--- src/verilog/rail_seq_pkg.sv ---
`default_nettype none
package rail_seq_pkg;
	// Register offsets on the serial register port
	localparam logic [7:0] EVENT_STATUS_OFS   = 8'h2b;
	localparam logic [7:0] SEQ_PRIORITY_A_OFS = 8'h2c;
	localparam logic [7:0] SEQ_PRIORITY_B_OFS = 8'h2d;
	// Event status bit positions
	localparam int FORCED_SHDN_BIT = 7;
	localparam int BUTTON_RISE_BIT = 6;
	localparam int BUTTON_FALL_BIT = 5;
	localparam int HOT_HIGH_BIT    = 1;
	localparam int HOT_LOW_BIT     = 0;
	// Reset values
	localparam logic [7:0] STATUS_RESET = 8'h00;
	localparam logic [7:0] RDATA_RESET  = 8'h00;
	// Priority codes
	localparam logic [3:0] PRIO_OFF   = 4'h0;
	localparam logic [3:0] PRIO_FIRST = 4'h1;
	localparam logic [3:0] PRIO_LAST  = 4'hc;
	// Gap between two sequence steps
	localparam int STEP_TIME_US  = 1000;
	localparam int CLK_MHZ       = 100;
	localparam int STEP_CYCLES   = STEP_TIME_US * CLK_MHZ;
	localparam int STEP_CNT_W    = 17;
	// Sequencer states, Gray along idle-up-down
	typedef enum logic [1:0] {
		SEQ_IDLE = 2'b00,
		SEQ_UP   = 2'b01,
		SEQ_DOWN = 2'b11
	} seq_state_t;
endpackage
`default_nettype wire

--- src/verilog/rail_slot.sv ---
`timescale 1ns/10ps
`default_nettype none
// One converter enable, switched when the current step equals its priority
module rail_slot
	import rail_seq_pkg::*;
(
	input  wire logic       i_ref_clk,
	input  wire logic       i_rst,
	input  wire logic [3:0] i_priority, // Priority field from its register
	input  wire logic [3:0] i_step,     // Step being applied
	input  wire logic       i_apply,    // One-cycle step strobe
	input  wire logic       i_up,       // High for power-up, low for power-down
	output logic            o_en        // Converter enable
);
	logic en_ff;   // Enable state
	logic in_seq;  // Field names a legal step

	// Off and reserved codes never join the sequence
	assign in_seq = (i_priority >= PRIO_FIRST) && (i_priority <= PRIO_LAST);

	// Turn on at own step going up, off at own step going down
	always_ff @(posedge i_ref_clk or posedge i_rst) begin
		if (i_rst) begin
			en_ff <= 1'b0;
		end else if (i_apply && in_seq && (i_step == i_priority)) begin
			en_ff <= i_up;
		end
	end

	assign o_en = en_ff;
endmodule
`default_nettype wire

--- src/verilog/rail_sequence_priority_and_event_status.sv ---
// Functional notes
// - Sticky read-only flag on button rising edge
// - Falling-edge flag one bit below rising flag
// - Two temperature pre-warning flags, bits 1/0
// - Code 0 excluded, 1 first, 12 last
// - Up ascending, down in reverse order
// - First register upper nibble: converter 2
// - First register lower nibble: converter 1
// - Second register upper nibble: converter 4
`timescale 1ns/10ps
`default_nettype none
module rail_sequence_priority_and_event_status
	import rail_seq_pkg::*;
#(
	parameter logic [7:0] SEQ_A_OPTION = 8'h21,       // Factory option, converters 2 and 1
	parameter logic [7:0] SEQ_B_OPTION = 8'h30,       // Factory option, converter 4
	parameter int         STEP_CNT     = STEP_CYCLES  // Cycles between sequence steps
) (
	input  wire logic       i_ref_clk,
	input  wire logic       i_rst,
	input  wire logic       i_power_button_input, // Button pin, asynchronous
	input  wire logic       i_forced_shutdown,    // Forced shutdown event pulse
	input  wire logic       i_hot_high,           // Higher temperature comparator
	input  wire logic       i_hot_low,            // Lower temperature comparator
	input  wire logic       i_seq_up,             // Power-up request pulse
	input  wire logic       i_seq_down,           // Power-down request pulse
	input  wire logic [7:0] i_reg_addr,           // Register address
	input  wire logic       i_reg_wr,             // Write strobe
	input  wire logic       i_reg_rd,             // Read strobe
	input  wire logic [7:0] i_reg_wdata,          // Write data
	output logic      [7:0] o_reg_rdata,          // Read data, registered
	output logic      [2:0] o_conv_en,            // Enables: [0] conv1, [1] conv2, [2] conv4
	output logic            o_seq_busy            // Sequence in progress
);
	logic [1:0]  btn_meta_ff;    // Button synchroniser stage one (bit 0) and two (bit 1)
	logic        btn_prev_ff;    // Button delayed for edge detect
	logic [1:0]  hot_meta_ff;    // Temperature stage one
	logic [1:0]  hot_sync_ff;    // Temperature stage two
	logic [7:0]  status_ff;      // Event status byte
	logic [7:0]  nxt_status;     // Next status
	logic [7:0]  status_set;     // Events this cycle
	logic        status_rd;      // Status read clears flags
	logic [7:0]  seq_a_ff;       // Converter 2 / converter 1 priorities
	logic [3:0]  seq_b_ff;       // Converter 4 priority
	logic [7:0]  rdata_ff;       // Read data
	logic [STEP_CNT_W-1:0] step_cnt_ff; // Step gap counter
	logic        step_tick;      // Step gap elapsed
	logic [3:0]  step_ff;        // Current step number
	seq_state_t  state_ff;       // Sequencer state
	logic        btn_sync;       // Synchronised button level

	assign btn_sync = btn_meta_ff[1];

	// Two-flop synchronisers for the pins
	always_ff @(posedge i_ref_clk or posedge i_rst) begin
		if (i_rst) begin
			btn_meta_ff <= 2'h0;
			btn_prev_ff <= 1'b0;
			hot_meta_ff <= 2'h0;
			hot_sync_ff <= 2'h0;
		end else begin
			btn_meta_ff <= {btn_meta_ff[0], i_power_button_input};
			btn_prev_ff <= btn_meta_ff[1];
			hot_meta_ff <= {i_hot_high, i_hot_low};
			hot_sync_ff <= hot_meta_ff;
		end
	end

	// Event sources gathered into status positions
	always_comb begin
		status_set                  = 8'h00;
		status_set[FORCED_SHDN_BIT] = i_forced_shutdown;
		status_set[BUTTON_RISE_BIT] = btn_sync & ~btn_prev_ff;
		status_set[BUTTON_FALL_BIT] = ~btn_sync & btn_prev_ff;
		status_set[HOT_HIGH_BIT]    = hot_sync_ff[1];
		status_set[HOT_LOW_BIT]     = hot_sync_ff[0];
	end

	assign status_rd  = i_reg_rd && (i_reg_addr == EVENT_STATUS_OFS);
	// Clear on read; a new event in the same cycle wins
	assign nxt_status = status_set | (status_ff & {8{~status_rd}});

	// Sticky event status byte
	always_ff @(posedge i_ref_clk or posedge i_rst) begin
		if (i_rst) begin
			status_ff <= STATUS_RESET;
		end else begin
			status_ff <= nxt_status;
		end
	end

	// Priority registers, loaded from the factory option at reset
	always_ff @(posedge i_ref_clk or posedge i_rst) begin
		if (i_rst) begin
			seq_a_ff <= SEQ_A_OPTION;
			seq_b_ff <= SEQ_B_OPTION[7:4];
		end else if (i_reg_wr) begin
			if (i_reg_addr == SEQ_PRIORITY_A_OFS) begin
				seq_a_ff <= i_reg_wdata;
			end else if (i_reg_addr == SEQ_PRIORITY_B_OFS) begin
				seq_b_ff <= i_reg_wdata[7:4];
			end
		end
	end

	// Read data; unmapped and reserved bits read zero
	always_ff @(posedge i_ref_clk or posedge i_rst) begin
		if (i_rst) begin
			rdata_ff <= RDATA_RESET;
		end else if (i_reg_rd) begin
			if (i_reg_addr == EVENT_STATUS_OFS) begin
				rdata_ff <= {status_ff[7:5], 3'h0, status_ff[1:0]};
			end else if (i_reg_addr == SEQ_PRIORITY_A_OFS) begin
				rdata_ff <= seq_a_ff;
			end else if (i_reg_addr == SEQ_PRIORITY_B_OFS) begin
				rdata_ff <= {seq_b_ff, 4'h0};
			end else begin
				rdata_ff <= 8'h00;
			end
		end
	end

	// Step gap divider, runs only while sequencing
	always_ff @(posedge i_ref_clk or posedge i_rst) begin
		if (i_rst) begin
			step_cnt_ff <= '0;
		end else if ((state_ff == SEQ_IDLE) || step_tick) begin
			step_cnt_ff <= '0;
		end else begin
			step_cnt_ff <= step_cnt_ff + 1'b1;
		end
	end

	assign step_tick = (step_cnt_ff == STEP_CNT_W'(STEP_CNT - 1)) && (state_ff != SEQ_IDLE);

	// Sequencer: walks steps 1..12 up, or 12..1 down
	always_ff @(posedge i_ref_clk or posedge i_rst) begin
		if (i_rst) begin
			state_ff <= SEQ_IDLE;
			step_ff  <= PRIO_OFF;
		end else begin
			case (state_ff)
				SEQ_IDLE: begin
					if (i_seq_up) begin
						state_ff <= SEQ_UP;
						step_ff  <= PRIO_FIRST;
					end else if (i_seq_down) begin
						state_ff <= SEQ_DOWN;
						step_ff  <= PRIO_LAST;
					end
				end
				SEQ_UP: begin
					if (step_tick) begin
						if (step_ff == PRIO_LAST) begin
							state_ff <= SEQ_IDLE;
						end else begin
							step_ff <= step_ff + 4'h1;
						end
					end
				end
				SEQ_DOWN: begin
					if (step_tick) begin
						if (step_ff == PRIO_FIRST) begin
							state_ff <= SEQ_IDLE;
						end else begin
							step_ff <= step_ff - 4'h1;
						end
					end
				end
				default: begin
					state_ff <= SEQ_IDLE;
				end
			endcase
		end
	end

	// Converter 1 slot
	rail_slot u_conv1 (
		.i_ref_clk (i_ref_clk),
		.i_rst     (i_rst),
		.i_priority(seq_a_ff[3:0]),
		.i_step    (step_ff),
		.i_apply   (step_tick),
		.i_up      (state_ff == SEQ_UP),
		.o_en      (o_conv_en[0])
	);
	// Converter 2 slot
	rail_slot u_conv2 (
		.i_ref_clk (i_ref_clk),
		.i_rst     (i_rst),
		.i_priority(seq_a_ff[7:4]),
		.i_step    (step_ff),
		.i_apply   (step_tick),
		.i_up      (state_ff == SEQ_UP),
		.o_en      (o_conv_en[1])
	);
	// Converter 4 slot
	rail_slot u_conv4 (
		.i_ref_clk (i_ref_clk),
		.i_rst     (i_rst),
		.i_priority(seq_b_ff),
		.i_step    (step_ff),
		.i_apply   (step_tick),
		.i_up      (state_ff == SEQ_UP),
		.o_en      (o_conv_en[2])
	);

	assign o_reg_rdata = rdata_ff;
	assign o_seq_busy  = (state_ff != SEQ_IDLE);

	// Checks
	rise_flag_set_a: assert property (@(posedge i_ref_clk) disable iff (i_rst)
		(btn_sync && !btn_prev_ff) |=> status_ff[BUTTON_RISE_BIT])
		else $error("button rise not flagged");
	fall_flag_set_a: assert property (@(posedge i_ref_clk) disable iff (i_rst)
		(!btn_sync && btn_prev_ff) |=> status_ff[BUTTON_FALL_BIT])
		else $error("button fall not flagged");
	hot_high_flag_a: assert property (@(posedge i_ref_clk) disable iff (i_rst)
		hot_sync_ff[1] |=> status_ff[HOT_HIGH_BIT])
		else $error("high warning not flagged");
	hot_low_flag_a: assert property (@(posedge i_ref_clk) disable iff (i_rst)
		hot_sync_ff[0] |=> status_ff[HOT_LOW_BIT])
		else $error("low warning not flagged");
	seq_a_write_a: assert property (@(posedge i_ref_clk) disable iff (i_rst)
		(i_reg_wr && i_reg_addr == SEQ_PRIORITY_A_OFS) |=> seq_a_ff == $past(i_reg_wdata))
		else $error("first priority register not written");
	seq_b_write_a: assert property (@(posedge i_ref_clk) disable iff (i_rst)
		(i_reg_wr && i_reg_addr == SEQ_PRIORITY_B_OFS) |=> seq_b_ff == $past(i_reg_wdata[7:4]))
		else $error("second priority register not written");
	conv1_up_step_a: assert property (@(posedge i_ref_clk) disable iff (i_rst)
		(state_ff == SEQ_UP && step_tick && step_ff == seq_a_ff[3:0]) |=> o_conv_en[0])
		else $error("converter 1 missed its step");
	up_range_a: assert property (@(posedge i_ref_clk) disable iff (i_rst)
		(state_ff != SEQ_IDLE) |-> (step_ff >= PRIO_FIRST && step_ff <= PRIO_LAST))
		else $error("step outside legal range");
	down_end_a: assert property (@(posedge i_ref_clk) disable iff (i_rst)
		(state_ff == SEQ_DOWN && step_tick && step_ff == PRIO_FIRST) |=> state_ff == SEQ_IDLE)
		else $error("power-down did not finish at step one");
	reserved_off_a: assert property (@(posedge i_ref_clk) disable iff (i_rst)
		(seq_b_ff > PRIO_LAST && !o_conv_en[2]) |=> !o_conv_en[2])
		else $error("reserved code switched converter 4");
	up_seen_c: cover property (@(posedge i_ref_clk) disable iff (i_rst)
		state_ff == SEQ_UP && step_tick && step_ff == PRIO_LAST);
	down_seen_c: cover property (@(posedge i_ref_clk) disable iff (i_rst)
		state_ff == SEQ_DOWN && step_tick && step_ff == PRIO_FIRST);
	clear_race_c: cover property (@(posedge i_ref_clk) disable iff (i_rst)
		status_rd && status_set[BUTTON_RISE_BIT]);
endmodule
`default_nettype wire

--- config.mk ---
export PLATFORM = sky130hd
export DESIGN_NAME = rail_sequence_priority_and_event_status
export DESIGN_NICKNAME = d
export VERILOG_FILES = /design/src/verilog/rail_seq_pkg.sv /design/src/verilog/rail_slot.sv /design/src/verilog/rail_sequence_priority_and_event_status.sv
export SDC_FILE = /design/constraint.sdc
export NUM_CORES = 1
export LEC_CHECK = 0
export BUFFER_PORTS_ARGS = -buffer_cell sky130_fd_sc_hd__buf_2
export CAP_MARGIN = 30
export CORE_MARGIN = 2
export CORE_UTILIZATION = 51
export DETAILED_ROUTE_END_ITERATION = 8
export GPL_TIMING_DRIVEN = 0
export PLACE_DENSITY_LB_ADDON = 0.25
export RECOVER_POWER = 25
export SLEW_MARGIN = 30
export SYNTH_ARGS = -nofsm -noshare
export SYNTH_HDL_FRONTEND = slang
export SYNTH_SLANG_ARGS = --single-unit
--- constraint.sdc ---
create_clock -name i_ref_clk -period 2.6 [get_ports i_ref_clk]
set_clock_uncertainty 0.15 [all_clocks]
set_input_delay 0.26 -clock i_ref_clk [delete_from_list [all_inputs] [get_ports i_ref_clk]]
set_output_delay 0.26 -clock i_ref_clk [all_outputs]
set_load 0.03 [all_outputs]
Yosys cells after proc, flatten, opt, wreduce, memory -nomap -nowiden --
Cells that the tools add are included.
Cells by class: add/sub/neg operators 3, order comparisons 6, equality and inequality tests 18, multiplexer cells 18, bitwise gates (word level) 8, reductions and logical operators 19
Operator list (count):
- $eq 8x6->1 const B | 3
- $mux 4 | 6
- $mux 8 | 3
- $add 17x1->17 const B | 1
- $eq 17x17->1 const B | 1
- $mux 17 | 1
- $eq 4x4->1 | 3
- $ge 4x1->1 const B | 3
- $le 4x4->1 const B | 3
- $mux 2 | 6
- $ne 2x2->1 const B | 6
- $pmux 4 s3 | 1
- $logic_and 1x1->1 | 11
- $and 8x8->8 | 1
- $or 8x8->8 | 1
- $pmux 2 s3 | 1
- $reduce_and 6->1 | 1
- $reduce_and 5->1 | 1
- $add 4x1->4 const B | 1
- $eq 4x1->1 const B | 1
- $eq 4x4->1 const B | 1
- $not 1->1 | 4
- $sub 4x1->4 const B | 1
- $ne 3x3->1 const B | 1
- 9 further kinds | 10
Storage, ports and cells: bits in registers 61, output and inout port bits 12

Longest topological paths before layout --
depth after elaboration 5, depth in mapped cells 8

Cells and area by module --
Synthesis repeated with hierarchy kept, for this count alone.
Unflattened totals: cells, all modules 262, area total of the unflattened synthesis 2916.5 sq um
By module, submodules not included:
- rail_sequence_priority_and_event_status | times used 1, cells an instance 220, area each 2560.0 sq um, seq. area each 1381.3 sq um
- rail_slot | times used 3, cells an instance 14, area each 118.9 sq um, seq. area each 25.0 sq um

Least setup slack after synthesis --
OpenSTA, ideal clock, no wires.
path kind reg2reg, start reg state_ff[0], end reg step_ff[0], setup time 0.125 ns, arrival 1.847 ns, required time 2.325 ns, setup slack 0.478 ns, stages on the path, launching flop included 8, clock period less this slack 2.122 ns, path through dfrtp_1 inv_1 ha_1 inv_1 o31a_1 nand2b_1 o211ai_2 mux2_2
Between the ends: cells in the longest elaborated chain, start to end 4
Ends and longest elaborated chain:
- start, declared | RTL line rail_sequence_priority_and_event_status.sv:49 | seq_state_t state_ff;
- start signal, assigned | RTL line rail_sequence_priority_and_event_status.sv:139 | state_ff <= SEQ_IDLE;
- start signal, assigned | RTL line rail_sequence_priority_and_event_status.sv:145 | state_ff <= SEQ_UP;
- start signal, assigned | RTL line rail_sequence_priority_and_event_status.sv:148 | state_ff <= SEQ_DOWN;
- $reduce_bool 2->1 *
- via o_seq_busy | RTL line rail_sequence_priority_and_event_status.sv:33 | output logic o_seq_busy
- $logic_and 1x1->1 * | RTL line rail_sequence_priority_and_event_status.sv:134 | assign step_tick = (step_cnt_ff == STEP_CNT_W'(STEP_CNT - 1)) && (state_ff != SEQ_IDLE);
- $ne 2x2->1 (no line)
- $reduce_and 6->1 (no line) *
- end signal, assigned | RTL line rail_sequence_priority_and_event_status.sv:157 | step_ff <= step_ff + 4'h1;
- end signal, assigned | RTL line rail_sequence_priority_and_event_status.sv:166 | step_ff <= step_ff - 4'h1;
- end, declared | RTL line rail_sequence_priority_and_event_status.sv:48 | logic [3:0] step_ff;
Mark *: on every way through the listed nets, which the timed path passes. The rest lies on a longest branch. A chain may end at the register's enable or synchronous reset.

Worst setup path after layout --
start reg step_cnt_ff[0], end reg u_conv4.en_ff (netlist: u_conv4.o_en)
Between the ends: cells in the longest elaborated chain, start to end 4
Ends and longest elaborated chain:
- start, declared | RTL line rail_sequence_priority_and_event_status.sv:46 | logic [STEP_CNT_W-1:0] step_cnt_ff;
- start signal, assigned | RTL line rail_sequence_priority_and_event_status.sv:130 | step_cnt_ff <= step_cnt_ff + 1'b1;
- $eq 17x17->1 | RTL line rail_sequence_priority_and_event_status.sv:134
- $logic_and 1x1->1 | RTL line rail_sequence_priority_and_event_status.sv:134
- $logic_and 1x1->1 (2 in series) | RTL line rail_slot.sv:25 | end else if (i_apply && in_seq && (i_step == i_priority)) begin
- end signal, assigned | RTL line rail_slot.sv:26 | en_ff <= i_up;
- end, declared | RTL line rail_slot.sv:15 | logic en_ff;
No other way between the ends.

==> summary.txt <==
Placed design
  • DPL Wire Length: a little over 4000 um
  • Final GP Congestion: 0.850
  • DP Area: roughly 3300 sq um
  • Port Buffer Count: 35

GRT
  • Total Routing Usage GR: about a fifth
  • Largest net degree at the start of global routing: 43
  • Vias in the first global route: 2,224
  • Grt ovf: 0
  • First-pass GRT wire length: 10,100 um
  • Initial antenna violation count: 0

Worst setup path
  • Critical path peak fanout: 5
  • CP peak stage delay: 0.36 ns
  • Crit path buffers/inverters: 0
  • Crit. Startpoint: step_cnt_ff[0]
  • CP endpoint kind: register
  • Critical path class: register to register
  • R2R Setup Slk: 0.28 ns
  • Critical path startpoint category: register
  • Slowest CP cell: dfrtp_1
  • Setup crit end: u_conv4.o_en
  • R2R Path End: u_conv4.o_en
  • CP cell instances: ha_1 -> and4_2 -> nand4_2 -> nor3_1 -> nor3b_1 -> mux2_2
  • CP delay by family, top: simple AND/OR/NAND/NOR gates
  • CP required: between 2 and 3 ns
  • Reg-to-Reg Start: step_cnt_ff[0]
  • WP depth: 6
  • Critical path arrival: roughly 2.4 ns
  • Reg2reg path depth: 6

Power
  • Register share of total power: around 40%
  • LEAKAGE: approximately 1.6 nW
  • Sw Pwr: about 960 uW
  • PwrDens: about 800 nW/um^2
  • Total chip power: approximately 2.8 mW
  • Clock power share: between 20% and 30%
  • Cell Int Power: 1.80 mW
  • Combinational share of power: approximately a third
  • Worst VDD drop: around 0.45 mV
  • Sw frac: a little over a third

Clocking
  • Num CTS Buffers: 9
  • Longest Clk Path Bufs: 2
  • Worst-Skew Late Latency: ~0.34 ns
  • Post-cts resize count: 0
  • Clock Sinks: slightly below 60
  • Root Driver: clkbuf_8
  • CTS tree: built
  • Clk slew on worst S/H paths: approximately 0.070 ns
  • Max H-tree Level: 3

Routing
  • DRT iter0 DRCs: 107
  • Residual DRC count: 0
  • WL final: between 5000 and 6000 um
  • Vias: 2,200
  • Via density: roughly 5.3
  • WL/cell: roughly 14 um
  • Detailed Routing Iterations Pass 1: 4
  • Final antenna-violating net count: 0

STA
  • Final Setup Violations: 0
  • RSZ-0062 raised after global routing: no
  • Hold Violations, Final: 0
  • Fmax: 431 MHz
  • Relative slew slack: ~29%
  • Slew @ Worst Pin: between 1 and 1.5 ns
  • Setup TNS: 0 ns
  • Period minus WS final: approximately 2.3 ns
  • Final Max Slew Viols: 0
  • Period utilization: around nine tenths

Layout
  • Ant. Diodes: 0
  • Design Area, Final: 3490 sq um
  • Final net count: 370
  • Fillers: between 400 and 500
  • Ratio of cells with drive above 1 in the final layout: between 20% and 30%
  • Syn-to-layout area delta: 17.3%

Outcome
  • Status: finished clean

Logic synthesis
  • Post-synth EDFFs: 0
  • Mapped Avg Cell Area: ~11 sq um
  • YS warnings: 0
  • Count leader, synth: dfrtp_1
  • Post-synthesis cell count: around 280
  • Area leader, netlist: dfrtp_1
  • Primary FF master, synth: dfrtp_1
  • FF+latch count, synth: 58
  • FFs w/ async S/R, synth: 100%
  • Sequential share of the synthesized area: about 49%
  • Synth cell count leaders: dfrtp_1, nor2_1, nand2_1
  • Distinct cells, synth: 47
  • Synthesized area: a little under 3000 sq um
  • Synth area leaders: dfrtp_1, mux2_2, nor2_1
  • Post-Syn Nets: roughly 320
  • Area share of the largest cell type after synthesis: 45.4%

Floorplanning
  • Core area: ~5600 sq um
  • Die W: approximately 80 um
  • Die height: roughly 80 um
  • Row cnt: 27
  • Starting Density: 53.4%
  • DIE AREA: 6460 sq um
  • I/O pins: 38

Flow run
  • Max Cap Viol: 0

Min path
  • Hold path depth: 2
  • Worst min path class: input port to register
worst reg2reg max path, delay by kind of cell, from the launching register on:
family	cells	cell delay (ns)
AND/OR/NAND/NOR	4	1.13
flip-flops	1	0.36
multiplexers	1	0.36
adder cells (fa/ha/maj)	1	0.21
registers in the layout, summed over array words and instances, names as in the netlist:
| name | count |
|---|---|
| step_ff | 4 |
| u_conv4.o_en | 1 |
| step_cnt_ff | 17 |
| hot_meta_ff | 2 |
| state_ff | 2 |
| hot_sync_ff | 2 |
| seq_b_ff | 4 |
| btn_meta_ff | 2 |
| u_conv1.o_en | 1 |
| btn_prev_ff | 1 |
| status_ff | 5 |
| seq_a_ff | 8 |
| u_conv2.o_en | 1 |
| o_reg_rdata | 8 |
through the flow:
step,hold WS (ns),util [%],setup WS (ns),std cells
2_1_floorplan,0.141,-,0.478,282
3_3_place_gp,0.184,58.1,0.0511,389
3_5_place_dp,0.0541,58.5,0.271,390
4_1_cts,0.00616,62.9,0.255,413
5_1_grt,0.0132,62.6,0.0667,413
6_report,0.0116,62.6,0.281,413
power by group through the flow:
stage | logic [mW] | clock network (mW) | registers, mW
2_1_floorplan | 0.746 | 0 | 1.09
3_3_place_gp | 0.905 | 0 | 1.10
3_5_place_dp | 0.932 | 0 | 1.11
4_1_cts | 0.946 | 0.746 | 1.09
5_1_grt | 1.06 | 0.791 | 1.11
6_report | 0.938 | 0.734 | 1.09
layout by cell type, fill, tap and decap left out, types with 2 or more instances in the layout:
cell and count:
clkbuf_8 11, inv_1 13, mux2i_1 7, nand2_1 21, a22oi_1 2, o22ai_1 2, nor3b_1 3, o2bb2ai_1 2
and3_1 3, nand3_1 13, dfrtp_1 54, clkbuf_1 7, xnor2_1 12, nor4b_4 2, nand4_1 3, dfstp_2 4
or3_1 4, buf_4 3, nor2_1 31, o31ai_1 2, ha_1 8, o21ai_0 7, buf_2 39, nand2b_1 3
clkinv_2 3, dlygate4sd3_1 7, xor2_1 12, a21o_1 3, nor3_1 10, a21oi_1 10, mux2_2 19
how the worst min path moves through the flow:
stage / start / end / slack (ns)
floorplan: i_power_button_input / btn_meta_ff[0] / 0.14
global placement: hot_meta_ff[0] / hot_sync_ff[0] / 0.18
detailed placement: i_rst / o_reg_rdata[2] / 0.05
CTS: i_reg_wdata[7] / seq_a_ff[7] / 0.006
global route: i_reg_wdata[6] / seq_b_ff[2] / 0.01
finish: i_reg_wdata[5] / seq_a_ff[5] / 0.01
layer usage:
layer	up-vias	wire length, um	track usage [%]
li1	1079	-	-
met1	1078	2770	27.9
met2	34	2660	31.6
met3	9	155	4.61
met4	0	94	10.2
met5	-	0	0
cells by family after synthesis:
family	share of synthesized area, %
simple gates	18.5
flops	48.9
compound gates	8.62
buf+inv	3.99
mux	9.55
xor+xnor	7.06
fa+ha+maj	3.36
timing repair:
action                                 in CTS  in global routing
buffers inserted                            0                  0
hold buffers                                7                  0
endpoints found under the hold margin      60                  0
area by class of cell:
type,count,area [sq um],area share (%)
buffer,13,66.3,1.90
inverter,14,53.8,1.54
sequential,58,1460,41.7
tap,72,90.1,2.58
clock inverter,3,15.0,0.430
clock buffer,13,159,4.55
timing repair buffer,43,249,7.14
multi-input combinational,197,1400,40.1
(Power assumes the default switching activity.)
